**src/design/ccd_corr_regs.vh**
```
`ifndef CCD_CORR_REGS_VH
`define CCD_CORR_REGS_VH
// Register indices.
`define REG_FIX_OFFSET 5'd6
`define REG_FIX_GAIN_LO 5'd7
`define REG_FIX_GAIN_HI 5'd8
`define REG_CORR_CTRL 5'd9
`define REG_TRA_WIDTH 5'd16
`define REG_TRB_WIDTH 5'd17
`define REG_TR_GUARD 5'd18
`define REG_RS_TIMING 5'd21
`define REG_SENSOR_MODE 5'd24
`define REG_SENSOR_DIS 5'd25
`define REG_POLARITY 5'd26
// Field positions.
`define CTRL_FIX_OFFSET_BIT 0
`define CTRL_FIX_GAIN_BIT 1
`define CTRL_RANGE_LO_BIT 2
`define CTRL_RANGE_HI_BIT 3
`define MODE_EVEN_ODD_BIT 0
`define MODE_TWO_TR_BIT 3
`define DIS_PHASE1_BIT 0
`define DIS_PHASE2_BIT 1
`define DIS_RS_BIT 2
`define DIS_TRA_BIT 3
`define DIS_TRB_BIT 4
`define DIS_COEF8_BIT 6
`define POL_PHASE_BIT 0
`define POL_RS_BIT 1
`define POL_TRA_BIT 2
`define POL_TRB_BIT 3
`define POL_PHASE_ALT_BIT 4
`define POL_READ_PHASE_BIT 5
// Reset value of every configuration register.
`define CFG_RESET 8'h00
// Timing: master clock period and the conversion divider.
`define MCLK_PERIOD_NS 5
`define PIX_DIV 4
`define PIX_PERIOD_NS (`MCLK_PERIOD_NS * `PIX_DIV)
`define PIX_CYCLES (`PIX_PERIOD_NS / `MCLK_PERIOD_NS)
`endif

```
**src/design/ccd_pixel_correction_interface.v**
```verilog
// Behaviour
// - Offset enable bit clear: subtract per-pixel bus offset from each ADC result.
// - Offset enable bit set: subtract fixed register 6 value, ignore the bus.
// - Offset operand is the low eight bus lines, 0 to 255.
// - Gain bit clear: multiply corrected pixel by per-pixel bus gain coefficient.
// - Gain bit set: use fixed coefficient from registers 7 and 8.
// - Ten-bit mode gain is one plus coefficient over 2048, 1024 or 512.
// - Register 25 bit 6 selects 8-bit coefficients, N 512, 256 or 128.
// - Register 9 bits 3,2 pick range: 1,0 is 1.5; 0,1 is 2.0; 0,0 is 3.0.
// - Registers 16-18 set transfer widths and guard; register 24 bit 3 adds pulse b.
// - Register 26 bits 2,3 set transfer polarities; register 25 bits 3,4 suppress.
// - Register 21 sets reset pulse width and place; 26 bit 1 polarity; 25 bit 2 off.
// - Second shift clock phase is the inverse of the first unless either phase is disabled.
// - Register 24 bit 0: pixel-rate standard mode or half-rate even/odd mode.
// - Register 26 bits 0 and 4 both set phase polarity; 25 bits 0,1 disable phases.
// - Configuration write is address transfer then data transfer, stored at address.
// - Configuration writes are accepted whatever the line-active level.
// - Fetch strobe low drives the bus even with chip select high.
// - Read phase bit 0: pixels change before conversion strobe fall; 1: before rise.
// - Outside a register read, pixel bus drives only with line-active high and pixel enable low.
// - Conversion and output rate is one quarter of the master clock.
`timescale 1ns/1ps
`include "ccd_corr_regs.vh"
module ccd_pixel_correction_interface (
  input wire ref_clk,
  input wire reset_n,
  input wire [9:0] adc_result,
  input wire [9:0] correction_bus,
  input wire line_active,
  input wire cs_n,
  input wire wr_n,
  input wire rd_n,
  input wire pixel_rd_n,
  input wire [9:0] pixel_io_bus_in,
  output wire [9:0] pixel_io_bus_out,
  output wire pixel_io_bus_oe,
  output reg conv_done,
  output reg shift_clk_1,
  output reg shift_clk_2,
  output reg sensor_reset_pulse,
  output reg transfer_pulse_a,
  output reg transfer_pulse_b
);
  localparam integer PIX_DIV_LAST = `PIX_CYCLES - 1;
  localparam [1:0] PIX_DIV_MAX = PIX_DIV_LAST[1:0];
  localparam [2:0] TR_IDLE = 3'd0;
  localparam [2:0] TR_GUARD1 = 3'd1;
  localparam [2:0] TR_PULSE_A = 3'd2;
  localparam [2:0] TR_GUARD2 = 3'd3;
  localparam [2:0] TR_PULSE_B = 3'd4;
  localparam [2:0] TR_GUARD3 = 3'd5;

  // Shift amount giving N = 2**shift for the selected range and coefficient width.
  function [3:0] gain_shift;
    input [1:0] range;
    input coef8;
    reg [3:0] base;
    begin
      case (range)
        2'b10: base = 4'd11;
        2'b01: base = 4'd10;
        2'b00: base = 4'd9;
        default: base = 4'd11;
      endcase
      gain_shift = coef8 ? (base - 4'd2) : base;
    end
  endfunction

  // Saturate an extended result to the 10-bit output range.
  function [9:0] sat10;
    input [11:0] value;
    begin
      sat10 = (value[11:10] != 2'b00) ? 10'h3ff : value[9:0];
    end
  endfunction

  reg [7:0] cfg_mem [0:31];
  reg [4:0] addr_reg;
  reg addr_loaded_reg;
  reg wr_n_d_reg;
  reg rd_n_d_reg;
  reg [1:0] phase_reg;
  reg [9:0] diff_reg;
  reg [9:0] coef_reg;
  reg diff_valid_reg;
  reg [9:0] result_reg;
  reg result_valid_reg;
  reg [9:0] pixel_out_reg;
  reg phi_reg;
  reg line_d_reg;
  reg [2:0] tr_state_reg;
  reg [2:0] tr_state_next;
  reg [7:0] tr_count_reg;
  reg [7:0] tr_width;
  integer i;

  wire pix_en;
  wire [7:0] ctrl;
  wire [7:0] mode;
  wire [7:0] dis;
  wire [7:0] pol;
  wire [7:0] offset_operand;
  wire [9:0] gain_coef;
  wire [3:0] shift;
  wire [19:0] product;
  wire [19:0] scaled;
  wire [11:0] gained;
  wire [9:0] fifo_data;
  wire fifo_valid;
  wire fifo_in_ready;
  wire out_strobe;
  wire phase_pol;
  wire [1:0] rs_start;
  wire [1:0] rs_len;
  wire [1:0] rs_rel;
  wire rs_active;
  wire tr_start;

  assign ctrl = cfg_mem[`REG_CORR_CTRL];
  assign mode = cfg_mem[`REG_SENSOR_MODE];
  assign dis = cfg_mem[`REG_SENSOR_DIS];
  assign pol = cfg_mem[`REG_POLARITY];

  ////////////////////////////////////////////////////////////////////////////////
  // Configuration port.

  always @(posedge ref_clk) begin
    if (!reset_n) begin
      wr_n_d_reg <= 1'b1;
      rd_n_d_reg <= 1'b1;
      addr_reg <= 5'd0;
      addr_loaded_reg <= 1'b0;
      for (i = 0; i < 32; i = i + 1) begin
        cfg_mem[i] <= `CFG_RESET;
      end
    end else begin
      wr_n_d_reg <= wr_n;
      rd_n_d_reg <= rd_n;
      // A write completes on the rising edge of the write strobe, with no regard to line_active.
      if (!wr_n_d_reg && wr_n && !cs_n) begin
        if (!addr_loaded_reg) begin
          addr_reg <= pixel_io_bus_in[4:0];
          addr_loaded_reg <= 1'b1;
        end else begin
          cfg_mem[addr_reg] <= pixel_io_bus_in[7:0];
          addr_loaded_reg <= 1'b0;
        end
      end else if (!rd_n_d_reg && rd_n && !cs_n) begin
        addr_loaded_reg <= 1'b0;
      end
    end
  end

  ////////////////////////////////////////////////////////////////////////////////
  // Pixel timing: one conversion every four master clocks.

  always @(posedge ref_clk) begin
    if (!reset_n) begin
      phase_reg <= 2'd0;
      conv_done <= 1'b1;
    end else begin
      phase_reg <= (phase_reg == PIX_DIV_MAX) ? 2'd0 : phase_reg + 2'd1;
      conv_done <= (phase_reg == PIX_DIV_MAX) | (phase_reg == 2'd0);
    end
  end
  assign pix_en = (phase_reg == 2'd0);

  ////////////////////////////////////////////////////////////////////////////////
  // Correction datapath: subtract, then shade.

  assign offset_operand = ctrl[`CTRL_FIX_OFFSET_BIT] ? cfg_mem[`REG_FIX_OFFSET]
                                                     : correction_bus[7:0];
  assign gain_coef = ctrl[`CTRL_FIX_GAIN_BIT] ?
                     {cfg_mem[`REG_FIX_GAIN_HI][1:0], cfg_mem[`REG_FIX_GAIN_LO]} :
                     (dis[`DIS_COEF8_BIT] ? {2'b00, correction_bus[7:0]} : correction_bus);
  assign shift = gain_shift({ctrl[`CTRL_RANGE_HI_BIT], ctrl[`CTRL_RANGE_LO_BIT]}, dis[`DIS_COEF8_BIT]);
  assign product = diff_reg * coef_reg;
  assign scaled = product >> shift;
  // Gain = 1 + coef/N, computed as x + (x*coef >> log2 N) so no divider is needed.
  // A ten-bit fixed gain in eight-bit mode can overflow twelve bits, so any high bit forces saturation.
  assign gained = (scaled[19:11] != 9'h000) ? 12'hfff : ({2'b00, diff_reg} + {1'b0, scaled[10:0]});

  always @(posedge ref_clk) begin
    if (!reset_n) begin
      diff_reg <= 10'h000;
      coef_reg <= 10'h000;
      diff_valid_reg <= 1'b0;
      result_reg <= 10'h000;
      result_valid_reg <= 1'b0;
    end else begin
      if (pix_en) begin
        // A negative difference would wrap to a bright pixel, so it stops at black.
        diff_reg <= (adc_result > {2'b00, offset_operand}) ?
                    (adc_result - {2'b00, offset_operand}) : 10'h000;
        coef_reg <= gain_coef;
        diff_valid_reg <= 1'b1;
      end else if (diff_valid_reg && (!result_valid_reg || fifo_in_ready)) begin
        result_reg <= sat10(gained);
        result_valid_reg <= 1'b1;
        diff_valid_reg <= 1'b0;
      end else if (result_valid_reg && fifo_in_ready) begin
        result_valid_reg <= 1'b0;
      end
    end
  end

  pixel_skid_buffer u_buffer (
    .ref_clk(ref_clk),
    .reset_n(reset_n),
    .in_data(result_reg),
    .in_valid(result_valid_reg),
    .in_ready(fifo_in_ready),
    .out_data(fifo_data),
    .out_valid(fifo_valid),
    .out_ready(out_strobe)
  );

  ////////////////////////////////////////////////////////////////////////////////
  // Pixel output register and shared bus.

  // The output updates in the clock before the chosen conversion strobe edge.
  assign out_strobe = line_active &
                      (pol[`POL_READ_PHASE_BIT] ? (phase_reg == 2'd2) : (phase_reg == 2'd0));

  always @(posedge ref_clk) begin
    if (!reset_n) begin
      pixel_out_reg <= 10'h000;
    end else if (out_strobe && fifo_valid) begin
      pixel_out_reg <= fifo_data;
    end
  end

  // A configuration read drives the bus even with chip select high.
  assign pixel_io_bus_oe = ~rd_n | (line_active & ~pixel_rd_n);
  assign pixel_io_bus_out = !rd_n ? {2'b00, cfg_mem[addr_reg]} : pixel_out_reg;

  ////////////////////////////////////////////////////////////////////////////////
  // Shift clock phases and sensor reset pulse.

  assign phase_pol = pol[`POL_PHASE_BIT] | pol[`POL_PHASE_ALT_BIT];
  assign rs_start = cfg_mem[`REG_RS_TIMING][1:0];
  assign rs_len = cfg_mem[`REG_RS_TIMING][3:2];
  // Position counts from the falling shift clock edge, which lands on phase 2.
  assign rs_rel = phase_reg - 2'd2 - rs_start;
  assign rs_active = (rs_rel <= rs_len);

  always @(posedge ref_clk) begin
    if (!reset_n) begin
      phi_reg <= 1'b1;
      shift_clk_1 <= 1'b0;
      shift_clk_2 <= 1'b0;
      sensor_reset_pulse <= 1'b0;
    end else begin
      if (mode[`MODE_EVEN_ODD_BIT]) begin
        if (phase_reg == 2'd2) begin
          phi_reg <= ~phi_reg;
        end
      end else begin
        phi_reg <= (phase_reg == PIX_DIV_MAX) | (phase_reg == 2'd0);
      end
      shift_clk_1 <= ~dis[`DIS_PHASE1_BIT] & (phi_reg ^ phase_pol);
      shift_clk_2 <= ~dis[`DIS_PHASE2_BIT] & ~(phi_reg ^ phase_pol);
      sensor_reset_pulse <= dis[`DIS_RS_BIT] ? pol[`POL_RS_BIT] : (rs_active ^ pol[`POL_RS_BIT]);
    end
  end

  ////////////////////////////////////////////////////////////////////////////////
  // Transfer pulse sequencer, started by a rising edge of line_active while idle.

  assign tr_start = line_active & ~line_d_reg;

  always @* begin
    case (tr_state_reg)
      TR_GUARD1: tr_width = cfg_mem[`REG_TR_GUARD];
      TR_PULSE_A: tr_width = cfg_mem[`REG_TRA_WIDTH];
      TR_GUARD2: tr_width = cfg_mem[`REG_TR_GUARD];
      TR_PULSE_B: tr_width = cfg_mem[`REG_TRB_WIDTH];
      TR_GUARD3: tr_width = cfg_mem[`REG_TR_GUARD];
      default: tr_width = 8'h00;
    endcase
  end

  always @* begin
    tr_state_next = tr_state_reg;
    case (tr_state_reg)
      TR_IDLE: begin
        if (tr_start) begin
          tr_state_next = TR_GUARD1;
        end
      end
      TR_GUARD1: tr_state_next = TR_PULSE_A;
      TR_PULSE_A: tr_state_next = TR_GUARD2;
      TR_GUARD2: tr_state_next = mode[`MODE_TWO_TR_BIT] ? TR_PULSE_B : TR_IDLE;
      TR_PULSE_B: tr_state_next = TR_GUARD3;
      TR_GUARD3: tr_state_next = TR_IDLE;
      default: tr_state_next = TR_IDLE;
    endcase
  end

  // Widths count pixel periods; a width of zero still lasts one period.
  always @(posedge ref_clk) begin
    if (!reset_n) begin
      line_d_reg <= 1'b0;
      tr_state_reg <= TR_IDLE;
      tr_count_reg <= 8'h00;
      transfer_pulse_a <= 1'b0;
      transfer_pulse_b <= 1'b0;
    end else begin
      line_d_reg <= line_active;
      if (tr_state_reg == TR_IDLE) begin
        tr_state_reg <= tr_state_next;
        tr_count_reg <= 8'h00;
      end else if (pix_en) begin
        if (tr_count_reg >= tr_width) begin
          tr_state_reg <= tr_state_next;
          tr_count_reg <= 8'h00;
        end else begin
          tr_count_reg <= tr_count_reg + 8'h01;
        end
      end
      transfer_pulse_a <= ((tr_state_reg == TR_PULSE_A) & ~dis[`DIS_TRA_BIT]) ^ pol[`POL_TRA_BIT];
      transfer_pulse_b <= ((tr_state_reg == TR_PULSE_B) & ~dis[`DIS_TRB_BIT]) ^ pol[`POL_TRB_BIT];
    end
  end
endmodule // ccd_pixel_correction_interface

```
**src/design/pixel_skid_buffer.v**
```verilog
`timescale 1ns/1ps
`include "ccd_corr_regs.vh"
module pixel_skid_buffer (
  input wire ref_clk,
  input wire reset_n,
  input wire [9:0] in_data,
  input wire in_valid,
  output wire in_ready,
  output wire [9:0] out_data,
  output wire out_valid,
  input wire out_ready
);
  reg [9:0] mem_reg [0:1];
  reg wr_ptr_reg;
  reg rd_ptr_reg;
  reg [1:0] count_reg;
  wire push;
  wire pop;

  assign in_ready = (count_reg != 2'd2);
  assign out_valid = (count_reg != 2'd0);
  assign out_data = mem_reg[rd_ptr_reg];
  assign push = in_valid & in_ready;
  assign pop = out_valid & out_ready;

  always @(posedge ref_clk) begin
    if (!reset_n) begin
      wr_ptr_reg <= 1'b0;
      rd_ptr_reg <= 1'b0;
      count_reg <= 2'd0;
      mem_reg[0] <= 10'h000;
      mem_reg[1] <= 10'h000;
    end else begin
      if (push) begin
        mem_reg[wr_ptr_reg] <= in_data;
        wr_ptr_reg <= ~wr_ptr_reg;
      end
      if (pop) begin
        rd_ptr_reg <= ~rd_ptr_reg;
      end
      if (push && !pop) begin
        count_reg <= count_reg + 2'd1;
      end else if (pop && !push) begin
        count_reg <= count_reg - 2'd1;
      end
    end
  end
endmodule // pixel_skid_buffer

```
**config.mk**
```make
export PLATFORM = sky130hd
export DESIGN_NAME = ccd_pixel_correction_interface
export DESIGN_NICKNAME = d
export VERILOG_FILES = /design/src/design/ccd_pixel_correction_interface.v /design/src/design/pixel_skid_buffer.v
export VERILOG_INCLUDE_DIRS = /design/src /design/src/design
export SDC_FILE = /design/constraint.sdc
export NUM_CORES = 1
export LEC_CHECK = 0
export BUFFER_PORTS_ARGS = -buffer_cell sky130_fd_sc_hd__buf_2
export CORE_MARGIN = 2
export CORE_UTILIZATION = 64
export CTS_CLUSTER_SIZE = 40
export DETAILED_ROUTE_END_ITERATION = 8
export GPL_TIMING_DRIVEN = 0
export PLACE_DENSITY = 0.83
export REMOVE_ABC_BUFFERS = 1
export SYNTH_ARGS = -nofsm -noshare
export SYNTH_HDL_FRONTEND = slang
export SYNTH_HIERARCHICAL = 1
export SYNTH_SLANG_ARGS = --single-unit
```
**constraint.sdc**
```tcl
create_clock -name ref_clk -period 8.8 [get_ports ref_clk]
set_input_delay 0.44 -clock ref_clk [delete_from_list [all_inputs] [get_ports ref_clk]]
set_output_delay 0.44 -clock ref_clk [all_outputs]
set_load 0.1 [all_outputs]
```
======== After elaboration in Yosys (flattened, before gate mapping) ========
Memory sizes are Yosys's and may differ from the RTL's. A register that Yosys moved wholly into a read port is not among the register bits.
Index checks and enable logic that the tools add are counted.
Widths: inputs -> output; s select.
operators by class
  $add $sub $neg .......................... 9
  multipliers ............................. 1
  order comparisons ....................... 3
  eq/ne operators ......................... 10
  shift operators ......................... 1
  mux-type cells .......................... 46
  bitwise logic cells ..................... 30
  reduce and logical (&&, ||, !) cells .... 38
operator list
  operator             number
  $mux 10              6
  $mux 8               3
  $pmux 8 s3           1
  $mux 1               22
  $mul 10x10->20       1
  $shr 20x4->20        1
  $reduce_bool 2->1    8
  $mux 3               5
  $mux 5               3
  $pmux 3 s5           1
  $not 1->1            14
  $add 10x11->12       1
  $mux 12              1
  $gt 10x8->1          1
  $reduce_or 10->1     1
  $sub 10x8->10        1
  $and 1x1->1          9
  $logic_and 1x1->1    9
  $reduce_bool 9->1    1
  $add 8x1->8 const B  1
  $ge 8x8->1           1
  $reduce_and 2->1     4
  $reduce_or 8->1      1
  $logic_not 1->1      7
  23 further kinds     35
word-level totals
  register bits ........................... 65
  memory bits (writable) .................. 276
  input bits .............................. 37
  output and inout port bits .............. 17
  logic and storage cells ................. 163
  memories ................................ 2
memories
  name              words  bits a word  rd ports  clocked after memory_dff  write ports  RTL line                             source
  cfg_mem           32     8            12        1                         32           ccd_pixel_correction_interface.v:77  reg [7:0] cfg_mem [0:31];
  u_buffer.mem_reg  2      10           1         1                         2            pixel_skid_buffer.v:13               reg [9:0] mem_reg [0:1];

======== Depth between registers and ports, before layout ========
Gate-level depths: netlist of run 1.
An unclocked memory read counts as a cell.
  word-level depth ........................ 10
  mapped depth ............................ 31
  mapped depth without buffers ............ 30

======== Modules after synthesis ========
Netlist of run 1, hierarchy kept.
modules (own cells, without submodules)
  module                          instances  cells each  area an instance (µm²)
  ccd_pixel_correction_interface  1          1726        20214.4
  pixel_skid_buffer               1          89          1104.8

======== Worst setup path after synthesis of run 1 ========
OpenSTA, ideal clock, no wires.
  kind .................................... register to register
  start ................................... register diff_reg[7]
  end ..................................... register result_reg[0]
  setup time .............................. 0.119 ns
  arrival time ............................ 7.183 ns
  required time ........................... 8.681 ns
  path slack .............................. 1.498 ns
  stages on the path, launching flop included .. 29
  buffers on the path ..................... 1
  cells stage by stage .................... dfxtp_1 > clkbuf_1 > and2_1 > fa_1 > inv_1 > fa_1 > inv_1 > fa_1 > inv_1 > fa_1 > fa_1 > inv_1 > ha_1 > a21oi_1 > a21boi_0 > o211ai_1 > o211ai_1 > xnor2_1 > mux2_2 > mux4_2 > ha_1 > a21oi_1 > nor2b_1 > o21a_1 > o41ai_1 > nand3_1 > o21ai_1 > nand3b_4 > o221a_1
between the ends
  word-level cells in the longest chain between the ends .. 6
ends and longest elaborated chain
  element                                              RTL line                              source
  from (decl)                                          ccd_pixel_correction_interface.v:83   reg [9:0] diff_reg;
  from (signal assigned)                               ccd_pixel_correction_interface.v:193  diff_reg <= (adc_result > {2'b00, offset_operand}) ?
  $mul 10x10->20                                       ccd_pixel_correction_interface.v:177  assign product = diff_reg * coef_reg;
  $shr 20x4->20                                        ccd_pixel_correction_interface.v:178  assign scaled = product >> shift;
  $add 10x11->12 or $reduce_bool 9->1 (tied branches)  ccd_pixel_correction_interface.v:181  assign gained = (scaled[19:11] != 9'h000) ? 12'hfff : ({2'b00, diff_reg} + {1'b0, scaled[10:0]});
  $mux 12 (*)                                          ccd_pixel_correction_interface.v:181
  $reduce_bool 2->1                                    ccd_pixel_correction_interface.v:73   sat10 = (value[11:10] != 2'b00) ? 10'h3ff : value[9:0];
  $mux 10 (*)                                          ccd_pixel_correction_interface.v:73
  to (signal assigned)                                 ccd_pixel_correction_interface.v:198  result_reg <= sat10(gained);
  to (decl)                                            ccd_pixel_correction_interface.v:86   reg [9:0] result_reg;
Mark *: on every way between the ends. The rest lies on a longest branch, timed or not.
A chain may end at the register's enable or synchronous reset.

======== Worst setup path in the final report of run 1 ========
  start ................................... register diff_reg[3]
  end ..................................... register result_reg[2]
The elaborated chain is that of the path after synthesis.

==> flow_summary.toml, run 1 <==
[run_status]
outcome = "finished clean"

[timing]
rsz0062_at_grt = "no"
fmax_ghz = 0.123
fin_ws_ns = 0.669
worst_pin_slew_ns = 1.35
period_share_pct = 92.4
slew_headroom_pct = 9.20
slew_violations = 0
finalClockSkew_ns = 0.0276
whs_ns = 0.122
setup_viol = 0
hold_viol = 0
setup_tns_ns = 0
post-route-min-period_ns = 8.13

[power]
power_uw = 4450
ir_drop_mv = 0.129
clkPwrFrac_pct = 35.6
p_leak_uw = 0.00890
p_seq_share_pct = 45.0
swShare_pct = 28.8
pwr-share-comb_pct = 19.4
power.switching_uw = 1280
pwr_density_cell_nw_per_um2 = 194
internal_power_uw = 3170

[worst_setup_path]
crit_top_cell = "fa_1"
worstPathMaxFanout = 12
cpMaxStageDelayCell = "dfxtp_1"
arrival_ns = 8.60
critPathLaunchType = "flip-flop"
required_ns = 9.27
reg2reg_from = "diff_reg[3]$_SDFFE_PN0P_"
worst_path_largest_cell_delay_ns = 0.67
crit_start = "diff_reg[3]$_SDFFE_PN0P_"
end_kind = "flip-flop"
critPathKind = "flip-flop to flip-flop"

[placement]
gp_congestion = 0.967
detailed_place.area_um2 = 21700
pre_cts_ws_ns = 0.653
dp_hpwl_mm = 33.4
port_buffers = 51

[clocking]
cts_buffers = 38
clk_latency_ns = 0.54
cts.sinks = 357
cts_tree = "yes"
clockBufferDepth = 3
cts.repair.resized = 0
root_buffer = "clkbuf_16"
clk_pin_slew_worst_paths_ns = 0.06
h-tree-depth = 2
postCtsSetupBuffers = 0
hold_buffers = 0

[flow_run]
cap_violations = 0

[finish]
drive_gt1_share_pct = 12.6
area_growth_pct = 7.39
fin_area_um2 = 22900
largest_reg_flops = 256
n_antenna_cell = 0
nNetsFinal = 1989

[floorplan]
start_util_pct = 65.2
row_count = 66
die_h_um = 187
ios = 54
coreArea_um2 = 32700
die_x_um = 187
dieArea_um2 = 34800

[synth]
ys_warn_count = 6
synth_mux_area_share_pct = 11.7
synthCells = 1815
synth_top_cell_by_area = "edfxtp_1"
synth.avg_cell_area_um2 = 11.7
synth_most_common_cell = "and2_1"
async_flop_share_pct = 0
synth.area.top_cells = "edfxtp_1 (39%), and2_1 (9.0%), mux4_2 (8.7%), dfxtp_1 (7.6%), fa_1 (6.0%)"
synth_xor_area_share_pct = 1.63
synth_top_area_share_pct = 38.9
synth_top_family_by_area = "simple AND/OR/NAND/NOR gates"
ys_seq_area_share_pct = 46.5
ys.flop_type = "edfxtp_1"
synthAdderAreaFrac_pct = 11.3
yosys_register_bits = 357
synth_edf_count = 276
synth-simple-area-share_pct = 16.7
synth_cell_types = 87
synth_compound_area_share_pct = 8.07
synthTopCellsByCount = "and2_1 (308), edfxtp_1 (276), nand2_1 (134)"
syn-cell-area_um2 = 21300

[global_route]
grt_usage_pct = 28.4
grt_pass1_wl_mm = 77.6
met2_usage_pct = 49.6
first_global_vias = 14300
busiest_layer = "met2"
grt_use_met3_pct = 3.54
globalRouteMet1Util_pct = 37.2
grt_overflow = 0
grt_max_degree = 93
antenna_found_initial = 1

[detailed_routing]
routedWlPerCell_um = 21.4
dr.pass1.iters = 5
drt_iter0_markers = 1220
vias = 14000
viasPerCell = 6.17
ant_nets = 0
routed_wl_mm = 48.5
drc = 0

[hold_path]
hold_start = "wr_n"
hp-class = "primary input to flip-flop"
cells in the final DEF, fill, tap and decap left out, types with 9 or more instances in the layout:
cell       synthesis  layout
and2_1           308     308
edfxtp_1         276     276
nand2_1          134     134
nor2_1           121     121
inv_1            100     100
ha_1              90      90
mux4_2            82      82
dfxtp_1           81      79
o21ai_0           76      73
fa_1              64      64
buf_2              2      50
mux2i_1           48      48
clkbuf_16          0      39
a21oi_1           34      34
nor2b_1           24      24
a22oi_1           22      22
xor2_1            19      19
xnor2_1           18      18
mux2_2            14      14
a211oi_1          13      13
nand2b_1          13      13
a21boi_0          12      12
nor3_1            12      12
o211ai_1          11      11
o221a_1           10      10
clkbuf_1          82      10
a21o_1             9       9
kinds of logic (layout without fill, tap and decap cells):
group / after synthesis / after routing
simple gates: 664 / 664
flops: 357 / 357
compound gates: 248 / 248
buf+inv: 210 / 221
fa+ha+maj: 154 / 154
mux: 144 / 144
xor+xnor: 38 / 38
through the flow:
step | instances | util, %
2_1_floorplan | 1706 | -
3_3_place_gp | 2199 | 66.1
3_5_place_dp | 2200 | 66.2
4_1_cts | 2268 | 70.0
5_1_grt | 2268 | 70.0
6_report | 2268 | 70.0
power by group through the flow:
stage          logic (uW)  registers [uW]  clock network, uW
2_1_floorplan         620            2010                  0
3_5_place_dp          845            2040                  0
4_1_cts               858            2000               1590
6_report              861            2000               1580
5_1_grt               963            2020               1660
3_3_place_gp          824            2030                  0
layout make-up:
class	instances	area [um2]
inverters	101	379
fillers	2285	9810
flip-flops and latches	357	9920
clock inverters	19	220
multi-input cells	1248	10500
repair buffers	52	285
clock buffers	49	1010
well taps	442	553
per-layer routing:
layer  vias up  routed length, um
met3        98               3330
met1      6931              19100
met4         2               1550
met5         -                 13
li1       6406                  -
met2       566              24600
path summary, 6_finish.rpt:
| check | end | slack, ns | depth (start not counted) |
|---|---|---|---|
| max | result_reg[2]$_SDFFE_PN0P_ | 0.67 | 28 |
| min | wr_n_d_reg$_SDFF_PN1_ | 0.12 | 2 |
| max reg2reg | result_reg[2]$_SDFFE_PN0P_ | 0.67 | 28 |
| min reg2reg | phase_reg[0]$_SDFF_PP0_ | 0.47 | 1 |
critical path, delay by kind of cell (launching register included):
kind | cells | cell delay, ns
AND/OR/NAND/NOR | 3 | 0.63
buffers and inverters | 3 | 0.15
multiplexers | 2 | 0.79
XOR/XNOR | 1 | 0.17
adder cells (fa/ha/maj) | 7 | 3.09
AO/OA/AOI/OAI | 12 | 2.58
flip-flops | 1 | 0.67
Note: power is estimated with default switching activity, not from simulation.
==> inputs of run 2 (changes only) <==
Clock period 8.8 ns to 7.73 ns, I/O delays scaled along.
==> run 2 against run 1 <==
Against the previous run:
- power increased by 14%
- register-to-register slack got worse by 0.32 ns
- clock skew increased by 0.0023 ns
- sequential power increased by 14%
- critical path depth unchanged
- die area unchanged
- first-iteration DRC count increased by 8.9%
- fmax increased by 10%
- via count increased by 0.19%
- worst hold slack got worse by 0.051 ns
- critical path type unchanged
- largest power group unchanged
==> flow_summary.toml, run 2 (synthesis gave the netlist of run 1 again) <==
[run_status]
outcome = "finished clean"

[worst_setup_path]
required_ns = 8.14
arrival_ns = 7.79
cpMaxStageDelayCell = "fa_1"
end_kind = "flip-flop"
critPathKind = "flip-flop to flip-flop"
critPathLaunchType = "flip-flop"
crit_top_cell = "fa_1"
worstPathMaxFanout = 12
worst_path_largest_cell_delay_ns = 0.54
crit_family = "adder cells"
path_buf_inv = 4
rrSetupSlack_ns = 0.35

[timing]
post-route-min-period_ns = 7.38
setup_tns_ns = 0
slew_violations = 0
finalClockSkew_ns = 0.0298
slew_headroom_pct = 10.8
worst_pin_slew_ns = 1.32
period_share_pct = 95.5
setup_viol = 0
hold_viol = 0
fmax_ghz = 0.135
fin_ws_ns = 0.347

[detailed_routing]
viasPerCell = 6.17
dr.pass1.iters = 5
vias = 14000
drc = 0
routedWlPerCell_um = 21.4
ant_nets = 0
drt_iter0_markers = 1328
routed_wl_mm = 48.7

[clocking]
h-tree-depth = 2
hold_buffers = 0
cts_buffers = 38
cts_tree = "yes"
clockBufferDepth = 3
clk_latency_ns = 0.54
cts.sinks = 357
root_buffer = "clkbuf_16"
clk_pin_slew_worst_paths_ns = 0.06

[finish]
layout_common_cells = "and2_1 (308), edfxtp_1 (276), nand2_1 (134), nor2_1 (121), inv_1 (100)"
multi_input_area_um2 = 10600
fillers = 2269
n_antenna_cell = 0
drive_gt1_share_pct = 13.9
largest_reg_flops = 256
instances_no_fill = 2272
area_growth_pct = 8.03
regArea_um2 = 9940
nNetsFinal = 1993
post-route-util_pct = 70.4
final_common_cell = "and2_1"

[power]
clkPwrFrac_pct = 35.5
swShare_pct = 29.0
pwr_density_cell_nw_per_um2 = 221
p_seq_share_pct = 44.9
power.switching_uw = 1480
internal_power_uw = 3610
pwr-share-comb_pct = 19.6
p_leak_uw = 0.00894
ir_drop_mv = 0.146

[placement]
pre_cts_ws_ns = -0.417
gp_congestion = 0.967
place_inst = 2200
port_buffers = 51
dp_hpwl_mm = 33.4

[floorplan]
coreArea_um2 = 32700
start_util_pct = 65.2
die_x_um = 187
dieArea_um2 = 34800
die_h_um = 187
row_count = 66
ios = 54

[global_route]
grt_max_degree = 93
busiest_layer = "met2"
grt_usage_pct = 28.4
grt_use_met3_pct = 3.54
globalRouteMet1Util_pct = 37.2
antenna_found_initial = 1
met2_usage_pct = 49.5
grt_overflow = 0
first_global_vias = 14300
grt_pass1_wl_mm = 77.6

[flow_run]
cap_violations = 0

[hold_path]
hp-class = "primary input to flip-flop"
run 2: changes by cell type in the layout (fill, tap and decap cells not counted), moves of 2 or more:
cell,previous run,this run
o21ai_2,0,3
dfxtp_2,0,10
dfxtp_4,2,5
o21ai_1,7,11
a21oi_1,34,32
buf_4,1,4
o21ai_0,73,66
dfxtp_1,79,66
run 2: power by group through the flow:
stage	clock, uW	combinational, uW	sequential (uW)
finish	1810	999	2280
CTS	1810	979	2280
global placement	0	938	2310
floorplan	0	706	2290
global route	1890	1110	2300
detailed placement	0	962	2320
run 2: path summary, 6_finish.rpt:
check / start / to / cells past startpoint
min: wr_n / wr_n_d_reg$_SDFF_PN1_ / 2
max: diff_reg[7]$_SDFFE_PN0P_ / result_reg[2]$_SDFFE_PN0P_ / 28
min reg2reg: phase_reg[0]$_SDFF_PP0_ / phase_reg[0]$_SDFF_PP0_ / 1
max reg2reg: diff_reg[7]$_SDFFE_PN0P_ / result_reg[2]$_SDFFE_PN0P_ / 28
run 2: area by class of cell:
cell class,instances,share of cell area [%]
clock buffers,49,4.40
inverters,101,1.65
clock inverters,19,0.956
well taps,442,2.40
multi-input cells,1249,46.1
repair buffers,55,1.34
flip-flops and latches,357,43.2
run 2: stage by stage:
| step | power (uW) | hold WS (ns) | instance area, um2 |
|---|---|---|---|
| 2_1_floorplan | 3000 | 0.411 | 20800 |
| 3_3_place_gp | 3250 | 0.442 | 21600 |
| 3_5_place_dp | 3280 | 0.455 | 21700 |
| 4_1_cts | 5070 | 0.0673 | 22900 |
| 5_1_grt | 5310 | 0.0647 | 23000 |
| 6_report | 5090 | 0.0712 | 23000 |
run 2: repair_timing:
item,in CTS,in global routing
setup buffers,0,3
gates resized for setup,9,30
cloned,0,1
pin swaps,0,3
setup endpoints to repair,10,10
run 2: layer usage:
metal  share of wire [%]  vias up
met2                  51      570
met4                 3.2        2
li1                    -     6413
met5               0.027        -
met1                  39     6941
met3                 6.8      103
